$ cat src/include/rapd_pkg.sv
// Shared constants and types for the line power-down controller
package rapd_pkg;

   // ****************************************
   // Timing
   // ****************************************
   localparam int unsigned      CLK_MHZ      = 200;
   localparam int unsigned      INACT_TIME_S = 30;
   localparam longint unsigned  INACT_CYC    =
      longint'(INACT_TIME_S) * longint'(CLK_MHZ) * 64'd1000000;
   localparam int unsigned      BAND_TIME_US = 30;
   localparam int unsigned      BAND_CYC     = BAND_TIME_US * CLK_MHZ;
   localparam int               TMR_W        = 33;
   localparam int               BAND_W       = 16;
   localparam int               NUM_CH       = 2;

   // ****************************************
   // Register map (byte addresses)
   // ****************************************
   localparam logic [7:0] ADR_STATUS   = 8'h00;
   localparam logic [7:0] ADR_IRQ_STAT = 8'h04;
   localparam logic [7:0] ADR_IRQ_MASK = 8'h08;
   localparam logic [7:0] ADR_CTRL     = 8'h0C;

   // Status fields
   localparam int ST_READY  = 0;
   localparam int ST_VALID  = 1;
   localparam int ST_DRV_ON = 2;
   localparam int ST_AUTO   = 3;
   localparam int ST_FORCE  = 4;
   localparam int ST_OFF    = 5;
   localparam int ST_SLEEP  = 6;
   localparam int ST_RAIL   = 7;
   localparam int ST_RCV_LO = 8;
   localparam int ST_DRV_LO = 10;

   // Event bits, shared by status and mask
   localparam int EV_DOWN     = 0;
   localparam int EV_WAKE     = 1;
   localparam int EV_VALID_UP = 2;
   localparam int EV_VALID_DN = 3;
   localparam int NUM_EV      = 4;
   localparam logic [NUM_EV-1:0] IRQ_MASK_RST = 4'h0;

   // Control fields
   localparam int CTRL_KICK = 0;

   typedef enum logic [1:0] {
      RAPD_MODE_AUTO,
      RAPD_MODE_FORCE,
      RAPD_MODE_OFF
   } rapd_mode_e;

   typedef enum logic {
      RAPD_ST_ON,
      RAPD_ST_SLEEP
   } rapd_state_e;

endpackage : rapd_pkg

$ cat src/rtl/rapd_idle_timer.sv
// Inactivity timer that flags expiry after a fixed count of cycles
`timescale 1ns/10ps
module rapd_idle_timer #(
   parameter longint unsigned LIMIT = rapd_pkg::INACT_CYC
) (
   input  wire logic clk_i,
   input  wire logic rst_i,
   input  wire logic clr_i,
   output logic      expired_o
);
   import rapd_pkg::*;

   localparam logic [TMR_W-1:0] LIM = TMR_W'(LIMIT);

   logic [TMR_W-1:0] cnt_q;

   // Saturates so expiry stays asserted until something clears it
   always_ff @(posedge clk_i) begin
      if (rst_i || clr_i) begin
         cnt_q <= '0;
      end else if (cnt_q != LIM) begin
         cnt_q <= cnt_q + TMR_W'(1);
      end
   end

   assign expired_o = (cnt_q == LIM);

endmodule : rapd_idle_timer

$ cat src/rtl/rapd_line_mon.sv
// Receiver monitor: pin sync, data pass-through, edges, level check
`timescale 1ns/10ps
module rapd_line_mon #(
   parameter int unsigned BAND_LIM = rapd_pkg::BAND_CYC
) (
   input  wire logic                        clk_i,
   input  wire logic                        rst_i,
   input  wire logic [rapd_pkg::NUM_CH-1:0] line_rcv_in_i,
   input  wire logic [rapd_pkg::NUM_CH-1:0] line_lvl_ok_i,
   input  wire logic [rapd_pkg::NUM_CH-1:0] line_in_band_i,
   output logic      [rapd_pkg::NUM_CH-1:0] rcv_logic_out_o,
   output logic                             rcv_edge_o,
   output logic                             valid_lvl_o
);
   import rapd_pkg::*;

   localparam logic [BAND_W-1:0] BLIM = BAND_W'(BAND_LIM);

   logic [NUM_CH-1:0] dat_m_q, dat_s_q, dat_d1_q;
   logic [NUM_CH-1:0] lvl_m_q, lvl_s_q;
   logic [NUM_CH-1:0] bnd_m_q, bnd_s_q;
   logic [NUM_CH-1:0] ch_ok;
   logic [NUM_CH-1:0] ch_edge;

   always_ff @(posedge clk_i) begin
      if (rst_i) begin
         dat_m_q  <= '0;
         dat_s_q  <= '0;
         dat_d1_q <= '0;
         lvl_m_q  <= '0;
         lvl_s_q  <= '0;
         bnd_m_q  <= '0;
         bnd_s_q  <= '0;
      end else begin
         dat_m_q  <= line_rcv_in_i;
         dat_s_q  <= dat_m_q;
         dat_d1_q <= dat_s_q;
         lvl_m_q  <= line_lvl_ok_i;
         lvl_s_q  <= lvl_m_q;
         bnd_m_q  <= line_in_band_i;
         bnd_s_q  <= bnd_m_q;
      end
   end

   // ****************************************
   // Per-channel in-band dwell
   // ****************************************
   for (genvar c = 0; c < NUM_CH; c++) begin : g_ch
      logic [BAND_W-1:0] dwell_q;
      always_ff @(posedge clk_i) begin
         if (rst_i || !bnd_s_q[c]) begin
            dwell_q <= '0;
         end else if (dwell_q != BLIM) begin
            dwell_q <= dwell_q + BAND_W'(1);
         end
      end
      // A briefly idle line still counts as valid
      assign ch_ok[c]   = lvl_s_q[c] |
                          (bnd_s_q[c] & (dwell_q != BLIM));
      // Only a transition at a valid level counts as activity
      assign ch_edge[c] = (dat_s_q[c] ^ dat_d1_q[c]) & lvl_s_q[c];
   end

   always_ff @(posedge clk_i) begin
      if (rst_i) begin
         rcv_logic_out_o <= '0;
         valid_lvl_o     <= 1'b0;
      end else begin
         rcv_logic_out_o <= dat_s_q;
         valid_lvl_o     <= |ch_ok;
      end
   end

   assign rcv_edge_o = |ch_edge;
endmodule : rapd_line_mon

$ cat src/rtl/rapd_ctrl.sv
// Top of the line power-down controller with its register slave
//
// Overview of operation
// - Auto power-down only when stay-awake low, shutdown high.
// - 30 s without transitions powers drivers and pump down.
// - Any valid transition wakes from auto power-down.
// - Both force inputs high keep drivers and pump on.
// - Valid flag: line level valid or briefly idle.
// - Ready only with pump regulating; low when drivers off.
// - Receivers keep passing data while drivers are off.
// - Shutdown low forces power-down, overriding everything.
// - Ready rises only after negative rail is good.
`timescale 1ns/10ps
module rapd_ctrl #(
   parameter longint unsigned INACT_CYC_P = rapd_pkg::INACT_CYC,
   parameter int unsigned     BAND_CYC_P  = rapd_pkg::BAND_CYC
) (
   input  wire logic                        clk_i,
   input  wire logic                        rst_i,
   // Wishbone slave
   input  wire logic                        wb_cyc_i,
   input  wire logic                        wb_stb_i,
   input  wire logic                        wb_we_i,
   input  wire logic [7:0]                  wb_adr_i,
   input  wire logic [31:0]                 wb_dat_i,
   input  wire logic [3:0]                  wb_sel_i,
   output logic      [31:0]                 wb_dat_o,
   output logic                             wb_ack_o,
   output logic                             irq_o,
   // Power control pins
   input  wire logic                        stay_awake_in_i,
   input  wire logic                        shutdown_n_in_i,
   input  wire logic                        pump_rail_ok_i,
   output logic                             pump_en_o,
   output logic                             ready_o,
   output logic                             valid_lvl_o,
   // Drivers
   input  wire logic [rapd_pkg::NUM_CH-1:0] drv_data_i,
   output logic      [rapd_pkg::NUM_CH-1:0] drv_data_o,
   output logic                             drv_oe_o,
   // Receivers
   input  wire logic [rapd_pkg::NUM_CH-1:0] line_rcv_in_i,
   input  wire logic [rapd_pkg::NUM_CH-1:0] line_lvl_ok_i,
   input  wire logic [rapd_pkg::NUM_CH-1:0] line_in_band_i,
   output logic      [rapd_pkg::NUM_CH-1:0] rcv_logic_out_o
);
   import rapd_pkg::*;

   // ****************************************
   // Pin synchronisers
   // ****************************************
   logic              stay_m_q, stay_s_q;
   logic              shut_m_q, shut_s_q;
   logic              rail_m_q, rail_s_q;
   logic [NUM_CH-1:0] din_m_q, din_s_q, din_d1_q;

   always_ff @(posedge clk_i) begin
      if (rst_i) begin
         stay_m_q <= 1'b0;
         stay_s_q <= 1'b0;
         shut_m_q <= 1'b0;
         shut_s_q <= 1'b0;
         rail_m_q <= 1'b0;
         rail_s_q <= 1'b0;
         din_m_q  <= '0;
         din_s_q  <= '0;
         din_d1_q <= '0;
      end else begin
         stay_m_q <= stay_awake_in_i;
         stay_s_q <= stay_m_q;
         shut_m_q <= shutdown_n_in_i;
         shut_s_q <= shut_m_q;
         rail_m_q <= pump_rail_ok_i;
         rail_s_q <= rail_m_q;
         din_m_q  <= drv_data_i;
         din_s_q  <= din_m_q;
         din_d1_q <= din_s_q;
      end
   end

   // ****************************************
   // Receiver monitor and idle timer
   // ****************************************
   logic rcv_edge;
   logic valid_lvl;
   logic expired;
   logic idle_clr;
   logic activity;
   logic kick_q;

   rapd_line_mon #(
      .BAND_LIM       (BAND_CYC_P)
   ) u_line_mon (
      .clk_i          (clk_i),
      .rst_i          (rst_i),
      .line_rcv_in_i  (line_rcv_in_i),
      .line_lvl_ok_i  (line_lvl_ok_i),
      .line_in_band_i (line_in_band_i),
      .rcv_logic_out_o(rcv_logic_out_o),
      .rcv_edge_o     (rcv_edge),
      .valid_lvl_o    (valid_lvl)
   );

   // Driver input transitions count as activity just like line edges
   assign activity = rcv_edge | (|(din_s_q ^ din_d1_q)) | kick_q;

   rapd_idle_timer #(
      .LIMIT    (INACT_CYC_P)
   ) u_idle (
      .clk_i    (clk_i),
      .rst_i    (rst_i),
      .clr_i    (idle_clr),
      .expired_o(expired)
   );

   // ****************************************
   // Operating mode and power state
   // ****************************************
   rapd_mode_e  mode;
   rapd_state_e state_q, state_d;
   logic        drv_on_q, drv_on_d;
   logic        ready_q;

   always_comb begin
      if (!shut_s_q) begin
         mode = RAPD_MODE_OFF;
      end else if (stay_s_q) begin
         mode = RAPD_MODE_FORCE;
      end else begin
         mode = RAPD_MODE_AUTO;
      end
   end

   // The timer only runs in automatic mode, so leaving it restarts 30 s
   assign idle_clr = activity | (mode != RAPD_MODE_AUTO);

   always_comb begin
      state_d = state_q;
      if (mode != RAPD_MODE_AUTO) begin
         state_d = RAPD_ST_ON;
      end else begin
         unique case (state_q)
            RAPD_ST_ON: begin
               if (expired && !activity) begin
                  state_d = RAPD_ST_SLEEP;
               end
            end
            RAPD_ST_SLEEP: begin
               if (activity) begin
                  state_d = RAPD_ST_ON;
               end
            end
         endcase
      end
   end

   always_ff @(posedge clk_i) begin
      if (rst_i) begin
         state_q <= RAPD_ST_ON;
      end else begin
         state_q <= state_d;
      end
   end

   // With both force pins tied to the valid flag, a lost level lands in
   // the shutdown branch and a present one in the forced-on branch
   always_comb begin
      unique case (mode)
         RAPD_MODE_OFF:   drv_on_d = 1'b0;
         RAPD_MODE_FORCE: drv_on_d = 1'b1;
         RAPD_MODE_AUTO:  drv_on_d = (state_d == RAPD_ST_ON);
         default:         drv_on_d = 1'b0;
      endcase
   end

   // Drivers start off until the first mode decision after reset
   always_ff @(posedge clk_i) begin
      if (rst_i) begin
         drv_on_q   <= 1'b0;
         drv_data_o <= '0;
      end else begin
         drv_on_q   <= drv_on_d;
         drv_data_o <= din_s_q;
      end
   end

   // Ready follows the rail comparator but drops with the drivers
   always_ff @(posedge clk_i) begin
      if (rst_i) begin
         ready_q <= 1'b0;
      end else begin
         ready_q <= drv_on_d & rail_s_q;
      end
   end

   assign pump_en_o   = drv_on_q;
   assign drv_oe_o    = drv_on_q;
   assign ready_o     = ready_q;
   assign valid_lvl_o = valid_lvl;

   // ****************************************
   // Wishbone slave
   // ****************************************
   logic              req;
   logic              wr_en;
   logic              ack_q;
   logic [31:0]       rdat_q;
   logic [31:0]       rdat;
   logic [NUM_EV-1:0] irq_stat_q;
   logic [NUM_EV-1:0] irq_mask_q;
   logic [NUM_EV-1:0] events;
   logic [NUM_EV-1:0] w1c;
   logic              valid_d1_q;

   assign req   = wb_cyc_i & wb_stb_i & ~ack_q;
   assign wr_en = req & wb_we_i & wb_sel_i[0];

   always_comb begin
      rdat = 32'h0000_0000;
      unique case (wb_adr_i)
         ADR_STATUS: begin
            rdat[ST_READY]  = ready_q;
            rdat[ST_VALID]  = valid_lvl;
            rdat[ST_DRV_ON] = drv_on_q;
            rdat[ST_AUTO]   = (mode == RAPD_MODE_AUTO);
            rdat[ST_FORCE]  = (mode == RAPD_MODE_FORCE);
            rdat[ST_OFF]    = (mode == RAPD_MODE_OFF);
            rdat[ST_SLEEP]  = (state_q == RAPD_ST_SLEEP);
            rdat[ST_RAIL]   = rail_s_q;
            rdat[ST_RCV_LO +: NUM_CH] = rcv_logic_out_o;
            rdat[ST_DRV_LO +: NUM_CH] = din_s_q;
         end
         ADR_IRQ_STAT: rdat[NUM_EV-1:0] = irq_stat_q;
         ADR_IRQ_MASK: rdat[NUM_EV-1:0] = irq_mask_q;
         default:      rdat = 32'h0000_0000;
      endcase
   end

   // One wait state: ack comes the cycle after the request is seen
   always_ff @(posedge clk_i) begin
      if (rst_i) begin
         ack_q  <= 1'b0;
         rdat_q <= 32'h0000_0000;
      end else begin
         ack_q  <= req;
         if (req) begin
            rdat_q <= rdat;
         end
      end
   end

   assign wb_ack_o = ack_q;
   assign wb_dat_o = rdat_q;

   // Kick is a one-cycle pulse that restarts the idle timer and wakes
   always_ff @(posedge clk_i) begin
      if (rst_i) begin
         kick_q <= 1'b0;
      end else begin
         kick_q <= wr_en && (wb_adr_i == ADR_CTRL) && wb_dat_i[CTRL_KICK];
      end
   end

   always_ff @(posedge clk_i) begin
      if (rst_i) begin
         irq_mask_q <= IRQ_MASK_RST;
      end else if (wr_en && (wb_adr_i == ADR_IRQ_MASK)) begin
         irq_mask_q <= wb_dat_i[NUM_EV-1:0];
      end
   end

   // ****************************************
   // Interrupts
   // ****************************************
   always_ff @(posedge clk_i) begin
      if (rst_i) begin
         valid_d1_q <= 1'b0;
      end else begin
         valid_d1_q <= valid_lvl;
      end
   end

   assign events[EV_DOWN]     = drv_on_q & ~drv_on_d;
   assign events[EV_WAKE]     = ~drv_on_q & drv_on_d;
   assign events[EV_VALID_UP] = valid_lvl & ~valid_d1_q;
   assign events[EV_VALID_DN] = ~valid_lvl & valid_d1_q;

   assign w1c = (wr_en && (wb_adr_i == ADR_IRQ_STAT)) ?
                wb_dat_i[NUM_EV-1:0] : '0;

   // A new event in the clearing cycle survives the clear
   always_ff @(posedge clk_i) begin
      if (rst_i) begin
         irq_stat_q <= '0;
      end else begin
         irq_stat_q <= (irq_stat_q & ~w1c) | events;
      end
   end

   assign irq_o = |(irq_stat_q & irq_mask_q);
endmodule : rapd_ctrl

$ cat config.mk
export PLATFORM = sky130hd
export DESIGN_NAME = rapd_ctrl
export DESIGN_NICKNAME = d
export VERILOG_FILES = /design/src/include/rapd_pkg.sv /design/src/rtl/rapd_idle_timer.sv /design/src/rtl/rapd_line_mon.sv /design/src/rtl/rapd_ctrl.sv
export SDC_FILE = /design/constraint.sdc
export NUM_CORES = 1
export LEC_CHECK = 0
export BUFFER_PORTS_ARGS = -buffer_cell sky130_fd_sc_hd__buf_2
export CAP_MARGIN = 20
export CORE_MARGIN = 2
export CORE_UTILIZATION = 57
export CTS_BUF_LIST = sky130_fd_sc_hd__clkbuf_8
export DETAILED_ROUTE_END_ITERATION = 16
export PLACE_DENSITY = 0.82
export SKIP_LAST_GASP = 1
export SLEW_MARGIN = 20
export SYNTH_ARGS = -nofsm -noshare
export SYNTH_HDL_FRONTEND = slang
export SYNTH_SLANG_ARGS = --single-unit
$ cat constraint.sdc
create_clock -name clk_i -period 2.5 [get_ports clk_i]
set_input_delay 0.125 -clock clk_i [delete_from_list [all_inputs] [get_ports clk_i]]
set_output_delay 0.125 -clock clk_i [all_outputs]
set_load 0.1 [all_outputs]
**Word-level counts from Yosys, hierarchy flattened**

Index checks and enable logic that the tools add are counted.

- Flip-flop bits (word level): 118
- Bits of input ports: 60
- Logic and storage cells: 101

- Add/subtract/negate cells: 3
- Equal/unequal tests: 9
- Mux-type cells: 10
- Bitwise operators: 32
- Reductions and logical operators: 18

Operator list:

| operator | number |
|---|---|
| $add A33 B1 Y33 const B | 1 |
| $eq A33 B33 Y1 const B | 1 |
| $ne A33 B33 Y1 const B | 1 |
| $add A16 B1 Y16 const B | 2 |
| $ne A16 B13 Y1 const B | 2 |
| $eq A8 B4 Y1 const B | 2 |
| $and A1 B1 Y1 | 13 |
| $pmux W4 S3 | 1 |
| $and A4 B4 Y4 | 2 |
| $eq A8 B3 Y1 const B | 1 |
| $logic_not A8 Y1 | 1 |
| $mux W8 | 1 |
| $not A1 Y1 | 7 |
| $reduce_or A2 Y1 | 3 |
| $logic_and A1 B1 Y1 | 5 |
| $or A1 B1 Y1 | 5 |
| $mux W1 | 4 |
| $mux W4 | 1 |
| $not A4 Y4 | 1 |
| $or A4 B4 Y4 | 1 |
| $pmux W1 S2 | 2 |
| $reduce_or A4 Y1 | 1 |
| $logic_not A1 Y1 | 3 |
| $logic_or A1 B1 Y1 | 3 |
| 7 further kinds | 8 |

**Depth between registers and ports, before layout**

Gate-level depths: netlist of the first run.

- Depth in word-level cells: 15
- Depth in mapped cells: 8

**By module**

A second synthesis of the first run with hierarchy kept.

- Cells, all modules: 578
- Area, all modules: 5218.8 um2

Modules (own cells, without submodules):

| module | instances | cells an instance | area an instance (um2) |
|---|---|---|---|
| rapd_line_mon | 1 | 212 | 1954.4 |
| rapd_idle_timer | 1 | 198 | 1654.1 |
| rapd_ctrl | 1 | 168 | 1610.3 |

**Worst setup path before layout of the first run**

No wires, ideal clock.

- Path type: flip-flop to flip-flop
- Start: register, netlist name drv_data_o[0]
- End: register state_q
- Data arrival time: 2269 ps
- Required time: 2435 ps
- Slack: 166 ps
- Cell stages (with the launch flop): 7
- Path buffers: 1
- Period minus slack after synthesis: 2334 ps
- Cell sequence: dfxtp_1 xor2_1 or4_1 a221oi_2 nand2_1 clkbuf_1 nor2_1

RTL lines:

| item | line | text |
|---|---|---|
| to (signal assigned) | rapd_ctrl.sv:161 | `state_q <= state_d;` |
| to (decl) | rapd_ctrl.sv:120 | `rapd_state_e state_q, state_d;` |

**Final worst setup path of the first run**

- Start: register u_line_mon.g_ch[0].dwell_q[7]
- End: register u_line_mon.valid_lvl_o

- Word-level cells in the longest chain between the ends: 4

Ends and longest elaborated chain:

| item | line | text |
|---|---|---|
| from (decl) | rapd_line_mon.sv:49 | `logic [BAND_W-1:0] dwell_q;` |
| from (signal assigned) | rapd_line_mon.sv:54 | `dwell_q <= dwell_q + BAND_W'(1);` |
| $ne A16 B13 Y1 | rapd_line_mon.sv:59 | `(bnd_s_q[c] & (dwell_q != BLIM));` |
| $and A1 B1 Y1 | rapd_line_mon.sv:59 |  |
| $or A1 B1 Y1 | rapd_line_mon.sv:58 | `assign ch_ok[c] = lvl_s_q[c] \|` |
| $reduce_or A2 Y1 | rapd_line_mon.sv:70 | `valid_lvl_o <= \|ch_ok;` |
| to (signal assigned) | rapd_line_mon.sv:70 |  |
| to (decl) | rapd_line_mon.sv:13 | `output logic valid_lvl_o` |

Every way passes these cells.
A chain may end at the register's enable or synchronous reset.

==> impl_results.md, run 1 <==
- CP Launch Type: flop
- PortBufs: 50
- M1 GR Usage: 25.47%
- Mapped Area: 0.004994 mm^2
- CTS tree: yes
- EDFF count, synth: 0
- CP arrival: between 2000 and 2500 ps
- DP Area: 0.005260 mm^2
- Met2 Use GR: 37.29%
- FF-to-FF Start: u_line_mon.g_ch[0].dwell_q[7]$_SDFFE_PP0N_
- Via density: 5.267
- Critical path required time: 2770 ps
- Final worst slack: 469.8 ps
- Fillers: 672
- Async SR Flop Fraction: 0%
- Max-Cap Viols: 0
- RSZ-0062 raised after global routing: false
- Dpl ws: about 530 ps
- Layout area overhead: 17.09%
- Top-count cell post-synth: dfxtp_1
- Crit path capture type: flop
- First-pass GRT wire length: between 15000 and 20000 um
- Dominant register cell in the synthesized netlist: dfxtp_1
- Yosys cell types: 48
- Top cells by area, synth: dfxtp_1, xor2_1, nor2_1
- Post-synthesis sequential area ratio: between 40% and 50%
- N_diodes: 0
- Sink Count: 118
- Die X: 97.60 um
- Max_slew headroom: 52.34%
- Grt peak-use layer: met2
- Worst slew pin tran: between 700 and 800 ps
- Top cells by count, synth: dfxtp_1, nor2_1, xor2_1
- Clock tree buffer depth: 2
- Grt total ovfl: 0
- Post-CTS setup buffers: 0
- Post-synth top area cell: dfxtp_1
- PnR Total Power: 4.102 mW
- # H-tree levels: 4
- Max rail drop VDD: 0.4250 mV
- Post-Syn Area per Cell: ~9 um^2
- Layout Skew: 13.93 ps
- Final antenna-violating net count: 0
- Post-synthesis cell count: ~540
- Final setup TNS: 0 ps
- Number of I/O pins: 102
- Endpoints failing setup: 0
- Core box area: 0.008593 mm^2
- Clk slew on worst S/H paths: 80 ps
- Hold Crit Class: input port to flop
- Part of the cycle the worst path needs: 81.21%
- Fraction of layout cells with a size suffix above 1: 16.00%
- Synth top area share: 47.31%
- Clock latency at the later pin of the worst-skew pair: 430 ps
- Status: finished clean
- Wirelength, routed: 9812 um
- Final hold viol count: 0
- Root Buffer: clkbuf_8
- Met3 Usage GRT: about 6%
- Cell Pwr Density: 701.5 mW/mm^2
- Max-slew violations: 0
- Critical Path Source: u_line_mon.g_ch[0].dwell_q[7]$_SDFFE_PP0N_
- Synth warnings: 0
- Placer Congestion: 0.7908
- Die height: 97.60 um
- Leak pwr: ~2.2 nW
- Total number of vias: 3861
- Num CTS Buffers: 17
- Initial antenna violation count: 0
- FP Rows: 34
- 1st-iter DRT viols: 139
- Detailed-route wire length per cell: 13.39 um
- Seq cells post-synth: 118
- Crit path max fanout: 4
- Number of global-route vias before repair: approximately 3.8k
- DR pass1 iterations: 4
- Largest net degree at the start of global routing: 41
- Post-route cell area: 0.005847 mm^2
- CTS resizes: 0
- Die area: 0.009526 mm^2
- Critical path type: flop to flop
- Final min period: 2030 ps
- Gr usage total: 21.52%
- Initial Util: 58.11%
- Highest Clock Rate: ~490 MHz
- Final Net Count: 678
- Hold_sp: wb_sel_i[0]
- DRC violations left: 0
- Hpwl dp: 6678 um
==> critical path, stage by stage, from the launching register on <==
cell,delay (ps)
dfxtp_1,350
or4b_2,660
nor3_1,170
nand4_1,280
a211oi_1,320
a21oi_1,110
==> logic make-up (layout without fill, tap and decap cells) <==
group / count (synthesis) / count (layout) / synth area share, %
and+or+nand+nor: 250 / 250 / 27.39
DFF: 118 / 118 / 47.31
AOI/OAI and AO/OA: 50 / 50 / 6.365
xor gates and xnor gates: 56 / 56 / 9.822
buffers and inverters: 52 / 115 / 5.538
muxes: 10 / 10 / 2.005
other: 1 / 20 / 0.07510
adders and majority gates: 6 / 6 / 1.503
==> report_power, final <==
part	total [mW]	internal, mW	switching [mW]
Clock	1.88	1.09	0.794
Combinational	0.292	0.0647	0.227
Sequential	1.92	1.91	0.0189
Total	4.10	3.06	1.04
==> through the flow <==
step	std cells	hold slack [ps]	util, %
2_1_floorplan	562	253.2	-
3_3_place_gp	686	338.3	61.21
3_5_place_dp	686	345.1	61.21
4_1_cts	733	36.42	68.04
5_1_grt	733	40.00	68.04
6_report	733	53.08	68.04
==> worst paths after layout <==
path                                                     endpoint  slack [ps]  cells past startpoint
worst max-delay path            u_line_mon.valid_lvl_o$_SDFF_PP0_         470                      5
worst min-delay path                            kick_q$_SDFF_PP0_          50                      3
worst max register to register  u_line_mon.valid_lvl_o$_SDFF_PP0_         470                      5
worst min register to register   u_line_mon.dat_s_q[0]$_SDFF_PP0_         440                      1
==> area by class of cell <==
class	count	area, um^2	area share, %
clock buffer	17	234.0	4.002
sequential	118	2362	40.40
tap	108	135.1	2.311
clock inverter	15	202.7	3.467
timing repair buffer	70	437.9	7.490
multi-input combinational	392	2426	41.49
inverter	13	48.80	0.8346
==> what timing repair did <==
item                                    CTS  global route
endpoints found under the setup margin    0             0
endpoints found under the hold margin    15             0
hold buffers                             15             0
==> flip-flops by register name, indices dropped and copies added, names as in the netlist, 4 cells and up <==
register and flops:
irq_mask_q 4, u_line_mon.g_ch.dwell_q 32, irq_stat_q 4, u_idle.cnt_q 33, wb_dat_o 12
==> cell usage in the layout (no fill, tap or decap), types with 7 or more instances in the layout <==
cell type / Yosys / routed
or3_1: 7 / 7
a22oi_1: 7 / 7
inv_1: 13 / 13
mux2i_1: 10 / 10
and3_1: 8 / 8
nor2b_1: 35 / 35
conb_1: 1 / 20
a21oi_1: 14 / 14
nor2_1: 76 / 76
nand4_1: 18 / 18
xor2_1: 39 / 39
nand2_1: 32 / 32
xnor2_1: 17 / 17
nand3_1: 23 / 23
dfxtp_1: 118 / 118
buf_2: 2 / 50
clkbuf_8: 0 / 17
o21ai_0: 14 / 14
nand2b_1: 8 / 8
dlygate4sd3_1: 0 / 15
==> layer usage <==
| layer | up-vias | part of all wire [%] |
|---|---|---|
| met4 | 0 | 1.2 |
| met5 | - | 0 |
| met1 | 1811 | 44 |
| met2 | 99 | 50 |
| li1 | 1940 | - |
| met3 | 11 | 4.6 |
(Power assumes the default switching activity.)
==> run 2: changes to the inputs <==
--- a/config.mk
+++ b/config.mk
@@ -8,10 +8,10 @@
 export BUFFER_PORTS_ARGS = -buffer_cell sky130_fd_sc_hd__buf_2
 export CAP_MARGIN = 20
 export CORE_MARGIN = 2
-export CORE_UTILIZATION = 57
+export CORE_UTILIZATION = 51
 export CTS_BUF_LIST = sky130_fd_sc_hd__clkbuf_8
 export DETAILED_ROUTE_END_ITERATION = 16
-export PLACE_DENSITY = 0.82
+export PLACE_DENSITY = 0.78
 export SKIP_LAST_GASP = 1
 export SLEW_MARGIN = 20
 export SYNTH_ARGS = -nofsm -noshare
==> constraint.sdc (replaced) <==
create_clock -name clk_i -period 1.86 [get_ports clk_i]
set_input_delay 0.093 -clock clk_i [delete_from_list [all_inputs] [get_ports clk_i]]
set_output_delay 0.093 -clock clk_i [all_outputs]
set_load 0.1 [all_outputs]
==> impl_results.md, run 2 (synthesis results as in run 1) <==
- Final core utilization: 64.97% (was 68.04%)
- Layout Cells excl Fill: 791 (was 733)
- Total number of vias: 4091 (was 3861)
- # H-tree levels: 4 (unchanged)
- DP Area: 0.005547 mm^2 (was 0.005260 mm^2)
- Layout Skew: 7.259 ps (was 13.93 ps)
- R2R Setup Slk: 50 ps (was 470 ps)
- Critical path type: flop to flop (unchanged)
- Die area: 0.01060 mm^2 (was 0.009526 mm^2)
- Clock tree buffer depth: 2 (unchanged)
- Via density: 5.172 (was 5.267)
- CP Launch Type: flop (unchanged)
- Max-Cap Viols: 0 (unchanged)
- CP max-delay cell: or4b_4 (was or4b_2)
- Clk slew on worst S/H paths: 70 ps (was 80 ps)
- Number of global-route vias before repair: 4052 (was 3761)
- CP bufs+invs: 1 (was 0)
- Worst reg2reg endpoint: u_line_mon.g_ch[0].dwell_q[1]$_SDFFE_PP0N_ (was u_line_mon.valid_lvl_o$_SDFF_PP0_)
- Hold Crit Class: input port to flop (unchanged)
- Crit path max fanout: 3 (was 4)
- Final hold viol count: 0 (unchanged)
- Status: finished clean (unchanged)
- R2r worst-path depth: 6 (was 5)
- Most frequent cells in the layout: dfxtp_1, nor2_1, buf_2 (unchanged)
- Top reg by flops: u_idle.cnt_q (unchanged)
- FP Rows: 36 (was 34)
- Die height: 103.0 um (was 97.60 um)
- Cell family with most CP delay: simple AND/OR/NAND/NOR gates (unchanged)
- Part of the cycle the worst path needs: 97.58% (was 81.21%)
- Die X: 103.0 um (was 97.60 um)
- Max_slew headroom: 59.67% (was 52.34%)
- Placed instance count: 740 (was 686)
- Critical path required time: 2170 ps (was 2770 ps)
- Leak pwr: 2.457 nW (was 2.238 nW)
- CTS tree: yes (unchanged)
- FF-to-FF Start: u_line_mon.g_ch[0].dwell_q[7]$_SDFFE_PP0N_ (unchanged)
- Detailed-route wire length per cell: 14.50 um (was 13.39 um)
- Highest Clock Rate: 551.0 MHz (was 492.6 MHz)
- Max-slew violations: 0 (unchanged)
- PortBufs: 50 (unchanged)
- Sink Count: 118 (unchanged)
- Worst slew pin tran: 604.9 ps (was 714.9 ps)
- Largest net degree at the start of global routing: 35 (was 41)
- Clock latency at the later pin of the worst-skew pair: 440 ps (was 430 ps)
- Fraction of layout cells with a size suffix above 1: 22.80% (was 16.00%)
- Number of I/O pins: 102 (unchanged)
- Final antenna-violating net count: 0 (unchanged)
- 1st-iter DRT viols: 141 (was 139)
- Critical Path End: u_line_mon.g_ch[0].dwell_q[1]$_SDFFE_PP0N_ (was u_line_mon.valid_lvl_o$_SDFF_PP0_)
- Final Net Count: 711 (was 678)
- Levels on crit path: 6 (was 5)
- Root Buffer: clkbuf_8 (unchanged)
- Critical Path Max Stage Delay: 540 ps (was 660 ps)
- DR pass1 iterations: 4 (unchanged)
- Hpwl dp: 7672 um (was 6678 um)
- Gr usage total: 22.44% (was 21.52%)
- N_diodes: 0 (unchanged)
- Layout area overhead: 25.41% (was 17.09%)
- Max FFs per register: 33 (unchanged)
- Endpoints failing setup: 0 (unchanged)
- Initial Util: 51.80% (was 58.11%)
- Core box area: 0.009639 mm^2 (was 0.008593 mm^2)
- Crit path capture type: flop (unchanged)
- Wirelength, routed: 11470 um (was 9812 um)
- CP arrival: 2120 ps (was 2300 ps)
- RSZ-0062 raised after global routing: true (was false)
- Final min period: 1815 ps (was 2030 ps)
- First-pass GRT wire length: 18430 um (was 16640 um)
- Grt total ovfl: 0 (unchanged)
- Cell Pwr Density: 886.7 mW/mm^2 (was 701.5 mW/mm^2)
- Max rail drop VDD: 0.3912 mV (was 0.4250 mV)
- Most common cell after layout, fill and taps aside: dfxtp_1 (unchanged)
- DRC violations left: 0 (unchanged)
- WHS: 37.27 ps (was 53.08 ps)
- Placer Congestion: 0.8167 (was 0.7908)
- Hold depth: 3 (unchanged)
- Num CTS Buffers: 17 (unchanged)
- Worst-path cell chain: or4b_4 -> nor3_2 -> nand4_1 -> buf_6 -> mux2i_1 -> nor2_1 (was or4b_2 -> nor3_1 -> nand4_1 -> a211oi_1 -> a21oi_1)
- Initial antenna violation count: 0 (unchanged)
- Hold_sp: wb_sel_i[0] (unchanged)
- Post-route cell area: 0.006262 mm^2 (was 0.005847 mm^2)
- Critical Path Source: u_line_mon.g_ch[0].dwell_q[7]$_SDFFE_PP0N_ (unchanged)
-- run 2: timing repair --
item / 4_1_cts / 5_1_grt
buffers inserted: 0 / 2
pin swaps: 3 / 6
setup endpoints to repair: 10 / 16
gates resized for setup: 6 / 15
hold buffers: 17 / 0
hold endpoints to repair: 18 / 0
-- run 2: area by class of cell --
| class | instances | area, um^2 |
|---|---|---|
| fillers | 758 | 3377 |
| multi-input cells | 392 | 2525 |
| flip-flops and latches | 118 | 2377 |
| repair buffers | 103 | 706.9 |
| clock buffers | 17 | 234.0 |
| clock inverters | 15 | 203.9 |
| well taps | 133 | 166.4 |
| inverters | 13 | 48.80 |
-- run 2: routing by layer --
layer / share of wire, % / wire, um / GRT usage (%) / vias up
li1: - / - / - / 2015
met1: 42 / 4795 / 24.57 / 1929
met2: 50 / 5787 / 39.81 / 116
met3: 5.2 / 593 / 7.119 / 31
met4: 2.6 / 297 / 9.717 / 0
met5: 0 / 0 / 0 / -
-- run 2: tightest hold or removal path, cell delays in order --
cell and delay (ps):
buf_2 110, nand4_1 130, nor4b_1 90
-- run 2: report_power, final --
part / total [mW] / internal, mW / leakage (nW) / switching [mW]
Clock: 2.56 / 1.46 / 0.208 / 1.09
Combinational: 0.412 / 0.100 / 1.29 / 0.311
Sequential: 2.59 / 2.56 / 0.961 / 0.0265
Total: 5.55 / 4.12 / 2.46 / 1.43
-- run 2: worst min path at each step --
| stage | to |
|---|---|
| after global routing | kick_q$_SDFF_PP0_ |
| after CTS | kick_q$_SDFF_PP0_ |
| after global placement | din_m_q[1]$_SDFF_PP0_ |
| after floorplan | din_m_q[0]$_SDFF_PP0_ |
| after detailed placement | stay_m_q$_SDFF_PP0_ |
| final | kick_q$_SDFF_PP0_ |
-- run 2: stage by stage --
step / power, mW / TNS, ps / setup WS, ps
6_report: 5.553 / 0 / 45.10
5_1_grt: 5.733 / -7.847 / -7.847
4_1_cts: 5.579 / 0 / 14.04
3_5_place_dp: 3.021 / -170.0 / -78.03
3_3_place_gp: 3.013 / -97.35 / -47.23
2_1_floorplan: 2.975 / -165.5 / -5.517
